$ cat src/rtl/dma_cell_pkg.sv
// package: register map, field positions and types of the dma channel cell/status block
package dma_cell_pkg;
    // register byte offsets
    localparam logic [7:0] off_interrupt_control = 8'h00;
    localparam logic [7:0] off_cell_size         = 8'h04;
    localparam logic [7:0] off_cell_pointer      = 8'h08;
    localparam logic [7:0] off_source_size       = 8'h0c;
    localparam logic [7:0] off_dest_size         = 8'h10;
    localparam logic [7:0] off_channel_control   = 8'h14;
    localparam logic [7:0] off_dest_pointer      = 8'h18;
    // flag bit positions in the interrupt control register
    localparam int bit_address_error  = 0;
    localparam int bit_transfer_abort = 1;
    localparam int bit_cell_complete  = 2;
    localparam int bit_block_complete = 3;
    localparam int bit_dest_half_full = 4;
    localparam int flag_width         = 5;
    // channel control fields
    localparam int bit_enable         = 0;
    localparam int bit_pattern_mode   = 1;
    localparam int pos_abort_select   = 8;
    localparam int abort_select_width = 8;
    // reset values
    localparam logic [15:0] cell_size_reset = 16'h0000;
    localparam logic [15:0] size_reset      = 16'h0000;

    typedef struct packed
    {
        logic [7:0] data;
    } byte_word_t;

    typedef enum logic [1:0]
    {
        st_idle   = 2'b00,
        st_run    = 2'b01,
        st_stall  = 2'b10
    } chan_state_t;
endpackage

$ cat src/rtl/dma_channel_cell_status.sv
// dma channel cell size, cell pointer and interrupt flag logic with apb slave
//
// Function
// - dest_half_full_flag (bit 4) sets when the destination position reaches half the destination size.
// - block_complete_flag (bit 3) sets when the larger of source and destination size is moved or on a pattern match.
// - cell_complete_flag (bit 2) sets when cell_byte_count bytes of the current cell have moved.
// - a request matching abort_request_select aborts the transfer and sets transfer_abort_flag (bit 1).
// - address_error_flag (bit 0) sets when the source or destination address is reported invalid.
// - cell size register holds a read/write 16-bit byte count in bits 15-0, reset zero, all ones meaning 65,535 bytes.
// - bits 31-16 of cell size and cell pointer read zero and ignore writes.
// - cell pointer is a read-only 16-bit byte position, reset zero, unaffected by writes.
// - in pattern-detect mode the cell pointer returns to zero on each pattern detect.
`timescale 1ns/1ps
`default_nettype none
module dma_channel_cell_status
    import dma_cell_pkg::*;
#(
    parameter int irq_width = 8
)
(
    input  wire logic             sys_clk,
    input  wire logic             rst,
    input  wire logic             psel,
    input  wire logic             penable,
    input  wire logic             pwrite,
    input  wire logic [7:0]       paddr,
    input  wire logic [31:0]      pwdata,
    output logic                  pready,
    output logic [31:0]           prdata,
    output logic                  pslverr,
    input  wire logic             src_valid,
    output logic                  src_ready,
    input  wire byte_word_t       src_data,
    output logic                  dst_valid,
    input  wire logic             dst_ready,
    output byte_word_t            dst_data,
    input  wire logic [irq_width-1:0] irq_lines,
    input  wire logic             pattern_detect,
    input  wire logic             address_invalid,
    output logic                  channel_busy
);
    // =========================================================
    // registers
    // =========================================================
    logic [flag_width-1:0] flags;
    logic [15:0]           cell_byte_count;
    logic [15:0]           cell_byte_position;
    logic [15:0]           source_byte_count;
    logic [15:0]           dest_byte_count;
    logic [15:0]           dest_byte_position;
    logic [15:0]           block_position;
    logic                  chan_enable;
    logic                  pattern_mode;
    logic [7:0]            abort_request_select;
    chan_state_t           state;
    chan_state_t           next_state;
    logic                  abort_now;


    // =========================================================
    // apb decode
    // =========================================================
    wire wr_access = psel && penable && pwrite;
    wire rd_access = psel && !pwrite;
    function automatic logic hit(input logic [7:0] a, input logic [7:0] off);
        hit = (a == off);
    endfunction
    wire sel_int   = hit(paddr, off_interrupt_control);
    wire sel_csize = hit(paddr, off_cell_size);
    wire sel_cptr  = hit(paddr, off_cell_pointer);
    wire sel_ssize = hit(paddr, off_source_size);
    wire sel_dsize = hit(paddr, off_dest_size);
    wire sel_ctrl  = hit(paddr, off_channel_control);
    wire sel_dptr  = hit(paddr, off_dest_pointer);
    wire mapped    = sel_int | sel_csize | sel_cptr | sel_ssize | sel_dsize | sel_ctrl | sel_dptr;

    assign pready  = 1'b1;
    assign pslverr = psel && penable && !mapped;

    wire [31:0] ctrl_view = {16'h0000, abort_request_select, 6'h00, pattern_mode, chan_enable};
    wire [31:0] read_mux =
        sel_int   ? {27'h0000000, flags} :
        sel_csize ? {16'h0000, cell_byte_count} :
        sel_cptr  ? {16'h0000, cell_byte_position} :
        sel_ssize ? {16'h0000, source_byte_count} :
        sel_dsize ? {16'h0000, dest_byte_count} :
        sel_ctrl  ? ctrl_view :
        sel_dptr  ? {16'h0000, dest_byte_position} : 32'h00000000;

    always_ff @(posedge sys_clk)
    begin
        if (rst)
            prdata <= 32'h00000000;
        else if (rd_access && !penable)
            prdata <= read_mux;
    end

    // =========================================================
    // two-entry buffer in the byte path
    // =========================================================
    byte_word_t buf_mem [2];
    logic       wr_ptr;
    logic       rd_ptr;
    logic [1:0] buf_count;
    wire        running  = (state == st_run);
    wire        buf_full = (buf_count == 2'd2);
    // stall upstream when buffer is full or the channel is not running
    assign src_ready = running && !buf_full;
    wire push = src_valid && src_ready;
    wire pop  = dst_valid && dst_ready;
    assign dst_valid = (buf_count != 2'd0);
    assign dst_data  = buf_mem[rd_ptr];

    always_ff @(posedge sys_clk)
    begin
        if (push)
            buf_mem[wr_ptr] <= src_data;
    end

    always_ff @(posedge sys_clk)
    begin
        if (rst || abort_now)
        begin
            wr_ptr    <= 1'b0;
            rd_ptr    <= 1'b0;
            buf_count <= 2'd0;
        end
        else
        begin
            wr_ptr    <= wr_ptr ^ push;
            rd_ptr    <= rd_ptr ^ pop;
            buf_count <= buf_count + {1'b0, push} - {1'b0, pop};
        end
    end

    // =========================================================
    // channel events
    // =========================================================
    // select is as wide as the register field; request lines beyond it never abort
    logic [irq_width-1:0] abort_mask;
    genvar gi;
    generate
        for (gi = 0; gi < irq_width; gi++)
        begin : g_abort_mask
            if (gi < abort_select_width)
            begin : g_sel
                assign abort_mask[gi] = abort_request_select[gi];
            end
            else
            begin : g_none
                assign abort_mask[gi] = 1'b0;
            end
        end
    endgenerate

    wire [15:0] larger_size   = (source_byte_count > dest_byte_count) ? source_byte_count : dest_byte_count;
    wire [15:0] next_cellpos  = cell_byte_position + 16'h0001;
    wire [15:0] next_dstpos   = dest_byte_position + 16'h0001;
    wire [15:0] next_blockpos = block_position + 16'h0001;
    // bytes left in the buffer after a stop other than an abort still drain, but no longer count; an abort drops them
    wire        moved         = pop && running;
    assign abort_now = running && |(irq_lines & abort_mask);
    wire        pattern_hit   = running && pattern_mode && pattern_detect;
    wire        cell_done     = moved && (next_cellpos == cell_byte_count);
    wire        block_done    = moved && (next_blockpos == larger_size);
    wire        half_full     = moved && (next_dstpos == {1'b0, dest_byte_count[15:1]});
    wire        addr_error    = running && address_invalid;
    wire        block_end     = block_done || pattern_hit || abort_now || addr_error;

    wire [flag_width-1:0] set_vec;
    assign set_vec[bit_dest_half_full] = half_full;
    assign set_vec[bit_block_complete] = block_done || pattern_hit;
    assign set_vec[bit_cell_complete]  = cell_done;
    assign set_vec[bit_transfer_abort] = abort_now;
    assign set_vec[bit_address_error]  = addr_error;

    // software clears by writing zero; a set in the same cycle wins
    wire [flag_width-1:0] write_keep = (wr_access && sel_int) ? pwdata[flag_width-1:0] : {flag_width{1'b1}};
    wire [flag_width-1:0] next_flags = (flags & write_keep) | set_vec;

    always_ff @(posedge sys_clk)
    begin
        if (rst)
            flags <= '0;
        else
            flags <= next_flags;
    end

    // =========================================================
    // state machine
    // =========================================================
    wire start_write = wr_access && sel_ctrl && pwdata[bit_enable];
    always_comb
    begin
        next_state = state;
        case (state)
            st_idle:  next_state = start_write ? st_run : st_idle;
            st_run:   next_state = block_end ? st_stall : st_run;
            st_stall: next_state = st_idle;
            default:  next_state = st_idle;
        endcase
    end

    always_ff @(posedge sys_clk)
    begin
        if (rst)
            state <= st_idle;
        else
            state <= next_state;
    end
    assign channel_busy = running;

    // =========================================================
    // configuration and positions
    // =========================================================
    always_ff @(posedge sys_clk)
    begin
        if (rst)
            cell_byte_count <= cell_size_reset;
        else if (wr_access && sel_csize)
            cell_byte_count <= pwdata[15:0];
    end

    always_ff @(posedge sys_clk)
    begin
        if (rst)
            source_byte_count <= size_reset;
        else if (wr_access && sel_ssize)
            source_byte_count <= pwdata[15:0];
    end

    always_ff @(posedge sys_clk)
    begin
        if (rst)
            dest_byte_count <= size_reset;
        else if (wr_access && sel_dsize)
            dest_byte_count <= pwdata[15:0];
    end

    always_ff @(posedge sys_clk)
    begin
        if (rst)
        begin
            pattern_mode         <= 1'b0;
            abort_request_select <= 8'h00;
        end
        else if (wr_access && sel_ctrl)
        begin
            pattern_mode         <= pwdata[bit_pattern_mode];
            abort_request_select <= pwdata[pos_abort_select +: abort_select_width];
        end
    end

    always_ff @(posedge sys_clk)
    begin
        if (rst)
            chan_enable <= 1'b0;
        else
            chan_enable <= (state == st_run) || start_write;
    end

    // cell pointer has no write path at all
    always_ff @(posedge sys_clk)
    begin
        if (rst)
            cell_byte_position <= 16'h0000;
        else if (pattern_hit || cell_done || block_end || start_write)
            cell_byte_position <= 16'h0000;
        else if (moved)
            cell_byte_position <= next_cellpos;
    end

    // destination position drives the half-full event
    always_ff @(posedge sys_clk)
    begin
        if (rst || start_write || block_end)
            dest_byte_position <= 16'h0000;
        else if (moved)
            dest_byte_position <= next_dstpos;
    end

    // block position drives the block-complete event
    always_ff @(posedge sys_clk)
    begin
        if (rst || start_write || block_end)
            block_position <= 16'h0000;
        else if (moved)
            block_position <= next_blockpos;
    end

endmodule
`default_nettype wire

$ cat config.mk
export PLATFORM = sky130hd
export DESIGN_NAME = dma_channel_cell_status
export DESIGN_NICKNAME = d
export VERILOG_FILES = /design/src/rtl/dma_cell_pkg.sv /design/src/rtl/dma_channel_cell_status.sv
export SDC_FILE = /design/constraint.sdc
export NUM_CORES = 1
export LEC_CHECK = 0
export BUFFER_PORTS_ARGS = -buffer_cell sky130_fd_sc_hd__buf_2
export CAP_MARGIN = 0
export CORE_MARGIN = 2
export CORE_UTILIZATION = 58
export DETAILED_ROUTE_END_ITERATION = 8
export PLACE_DENSITY_LB_ADDON = 0.2
export SLEW_MARGIN = 30
export SYNTH_ARGS = -nofsm -noshare
export SYNTH_HDL_FRONTEND = slang
export SYNTH_SLANG_ARGS = --single-unit
export TNS_END_PERCENT = 30
$ cat constraint.sdc
create_clock -name sys_clk -period 3.7 [get_ports sys_clk]
set_clock_uncertainty 0.2 [all_clocks]
set_input_delay 0.74 -clock sys_clk [delete_from_list [all_inputs] [get_ports sys_clk]]
set_output_delay 0.74 -clock sys_clk [all_outputs]
set_load 0.02 [all_outputs]
==> flow_metrics.env <==
export IMPL_clk_latency_ps=430
export IMPL_n_antenna_cell=0
export IMPL_h_tree_depth=4
export IMPL_setup_viol=0
export IMPL_start_kind="flip-flop"
export IMPL_viasPerCell=5.99
export IMPL_post_route_period_util_pct=96.3
export IMPL_regToRegStartpoint="dest_byte_count[15]$_SDFFE_PP0P_"
export IMPL_combPwrFrac_pct=7.0
export IMPL_ys_top_cells_by_area="dfxtp_1 31%, xnor2_1 8.9%, nand2_1 7.9%"
export IMPL_grt_overflow=0
export IMPL_p_seq_share_pct=45.6
export IMPL_syn_inst=1043
export IMPL_synthArstFlopShare_pct=0
export IMPL_pin_count=110
export IMPL_port_buffers=76
export IMPL_wl_mm=25.2
export IMPL_drt_iter0_drc=834
export IMPL_core_area_um2=14400
export IMPL_ir_drop_uv=343
export IMPL_hold_end="flags[2]$_SDFF_PP0_"
export IMPL_dp_hpwl_mm=18.3
export IMPL_fin_cells=1327
export IMPL_grt_pass1_wl_mm=39.2
export IMPL_placed_cell_area_um2=9220
export IMPL_relSlewSlack_pct=45.0
export IMPL_ys_warn_count=0
export IMPL_synth_area_um2=8530
export IMPL_finish_instance_area_um2=9980
export IMPL_root_buffer="clkbuf_16"
export IMPL_regToRegSetupSlack_ps=140
export IMPL_drv_cap=0
export IMPL_ant_nets=0
export IMPL_power_internal_uw=2740
export IMPL_rows=44
export IMPL_antenna_found_initial=0
export IMPL_synth_seq_area_share_pct=36.8
export IMPL_cts_made_buffers=17
export IMPL_drive_above_1_share_pct=18.1
export IMPL_synthDistinctLibCells=55
export IMPL_gp_congestion=0.965
export IMPL_cp_required_ps=3830
export IMPL_p_switching_uw=914
export IMPL_hold_path_cell_count=2
export IMPL_ys_ff_latch=149
export IMPL_p_per_area_nw_per_um2=366
export IMPL_r2r_end="cell_byte_position[8]$_SDFFE_PP0P_"
export IMPL_cts_tree="built"
export IMPL_chipHeight_um=125
export IMPL_crit_fanout=16
export IMPL_clk_path_buf_depth=2
export IMPL_syn_mean_instance_area_um2=8.18
export IMPL_fillers=1198
export IMPL_fmax_ghz=0.281
export IMPL_firstDrtPassIters=5
export IMPL_synth_flop_cell="dfxtp_1"
export IMPL_worstSetupPathType="flip-flop to flip-flop"
export IMPL_place_inst=1291
export IMPL_critPathCaptureType="flip-flop"
export IMPL_final_max_slew_viol_count=0
export IMPL_hold_start="flags[2]$_SDFF_PP0_"
export IMPL_worst_slew_pin_slew_ps=826
export IMPL_rsz0062_at_grt="no"
export IMPL_fin_tns_setup_ps=0
export IMPL_routedWlPerCell_um=19.0
export IMPL_dieArea_um2=15700
export IMPL_fin_crit_ps=3560
export IMPL_grt_pass1_vias=7452
export IMPL_clock_sinks=149
export IMPL_holdCritPathClass="flip-flop to flip-flop"
export IMPL_cp_arrival_ps=3700
export IMPL_p_clk_share_pct=47.4
export IMPL_p_sw_share_pct=25.1
export IMPL_yosys_area_top_type="dfxtp_1"
export IMPL_status="finished clean"
export IMPL_vias=7955
export IMPL_power_leakage_uw=0.00364
export IMPL_grtUsageTotal_pct=31.9
export IMPL_hold_violations=0
export IMPL_ff2ff_path_depth=13
export IMPL_yosysTopAreaCellShare_pct=31.2
export IMPL_grt_max_degree=76
export IMPL_finalNetCount=1218
export IMPL_synth_edf_count=16
export IMPL_power_total_uw=3650
export IMPL_start_util_pct=59.1
export IMPL_die_width_um=125
export IMPL_clkTransAtPathRegs_ps=70
export IMPL_syn2layout_area_growth_pct=17.0
export IMPL_drc=0
export IMPL_hold_buffers=0
logic make-up after synthesis:
family          count (synthesis)  share of synthesized area (%)
mux                            33                           4.00
buf+inv                       112                           6.10
flops                         149                           36.8
xor+xnor                      130                           13.3
simple gates                  413                           23.6
fa+ha+maj                      23                           3.37
other cells                     2                         0.0880
compound gates                181                           12.7
routing by layer:
layer  share of wire, %  GRT usage, %  vias up
li1                   -             -     3780
met1                 41          42.3     3725
met3                 11          10.1       56
met2                 45          49.3      394
met4                3.0          11.3        0
met5                  0             0        -
layout by cell type, fill, tap and decap left out, types with 16 or more instances in the layout:
cell type / n
a21oi_1: 89
buf_2: 76
buf_4: 51
clkbuf_16: 19
conb_1: 17
dfxtp_1: 133
edfxtp_1: 16
ha_1: 23
inv_1: 33
mux2i_1: 19
nand2_1: 180
nand3_1: 30
nand4_1: 19
nor2_1: 59
nor3_1: 36
nor4_1: 28
o21ai_0: 38
xnor2_1: 86
xor2_1: 43
what timing repair did:
item / in CTS / in global routing
gates cloned: 0 / 2
endpoints found under the setup margin: 4 / 50
pin swaps: 0 / 3
setup buffers: 2 / 0
resized for setup: 1 / 20
power groups by stage:
stage | logic (µW) | clock network [µW] | registers, µW
after floorplan | 174 | 0 | 1700
after global placement | 242 | 0 | 1700
after detailed placement | 249 | 0 | 1700
after CTS | 252 | 1740 | 1670
after global routing | 274 | 1810 | 1670
final | 255 | 1730 | 1670
sequential cells by signal, indices dropped and copies added (netlist names), 8 cells and up:
register / cells
abort_mask: 8
dest_byte_position: 16
cell_byte_count: 16
dest_byte_count: 16
source_byte_count: 16
cell_byte_position: 16
buf_mem: 16
block_position: 16
prdata: 16
final cells by class:
cell class | count | area [µm²] | share of cell area, %
clock inverter | 12 | 119 | 1.19
timing repair buffer | 132 | 846 | 8.48
tap | 184 | 230 | 2.31
multi-input combinational | 797 | 5050 | 50.6
clock buffer | 20 | 468 | 4.69
sequential | 149 | 3140 | 31.5
inverter | 33 | 124 | 1.24
worst max path at each step:
| stage | from | endpoint | slack [ps] | depth (start not counted) |
|---|---|---|---|---|
| after floorplan | dest_byte_count[7]$_SDFFE_PP0P_ | block_position[10]$_SDFFE_PP0P_ | 320 | 14 |
| after global placement | dest_byte_count[9]$_SDFFE_PP0P_ | cell_byte_position[1]$_SDFFE_PP0P_ | 130 | 13 |
| after detailed placement | dest_byte_count[7]$_SDFFE_PP0P_ | cell_byte_position[8]$_SDFFE_PP0P_ | -40 | 13 |
| after CTS | dest_byte_count[7]$_SDFFE_PP0P_ | cell_byte_position[8]$_SDFFE_PP0P_ | 40 | 13 |
| after global routing | dest_byte_count[9]$_SDFFE_PP0P_ | cell_byte_position[8]$_SDFFE_PP0P_ | 20 | 13 |
| final | dest_byte_count[15]$_SDFFE_PP0P_ | cell_byte_position[8]$_SDFFE_PP0P_ | 140 | 13 |
through the flow:
step | util, % | hold WS (ps) | setup slack [ps]
after global placement | 63.9 | 259 | 132
after CTS | 68.1 | 279 | 40.2
after detailed placement | 63.9 | 269 | -37.5
after global routing | 69.2 | 277 | 23.3
final | 69.2 | 278 | 136
after floorplan | - | 249 | 323
cells in the mapped netlist (7+ instances only):
master and instances:
nand3_1 30, o21ai_0 38, nand2_1 180, dfxtp_1 133, mux2_2 9, nand4_1 19
and3_1 16, mux2i_1 24, nor4_1 28, clkbuf_1 50, a21oi_1 89, nor4_2 13
a221oi_1 11, buf_4 17, xnor2_1 87, nor2_1 60, and2_1 7, a22oi_1 12
inv_1 33, a221o_1 7, nor3_1 38, ha_1 23, edfxtp_1 16, xor2_1 43
critical path, cell delays in order, from the launching register on:
cell and delay (ps):
dfxtp_1 340, inv_1 50, ha_1 290, nand4_1 180, or4_4 470, o221ai_2 170, o31a_1 250, buf_4 210
mux2i_1 280, xnor2_1 110, and3_1 250, and3_4 220, buf_8 160, nor4_1 280
No activity file was read; power rests on OpenSTA's default activity.
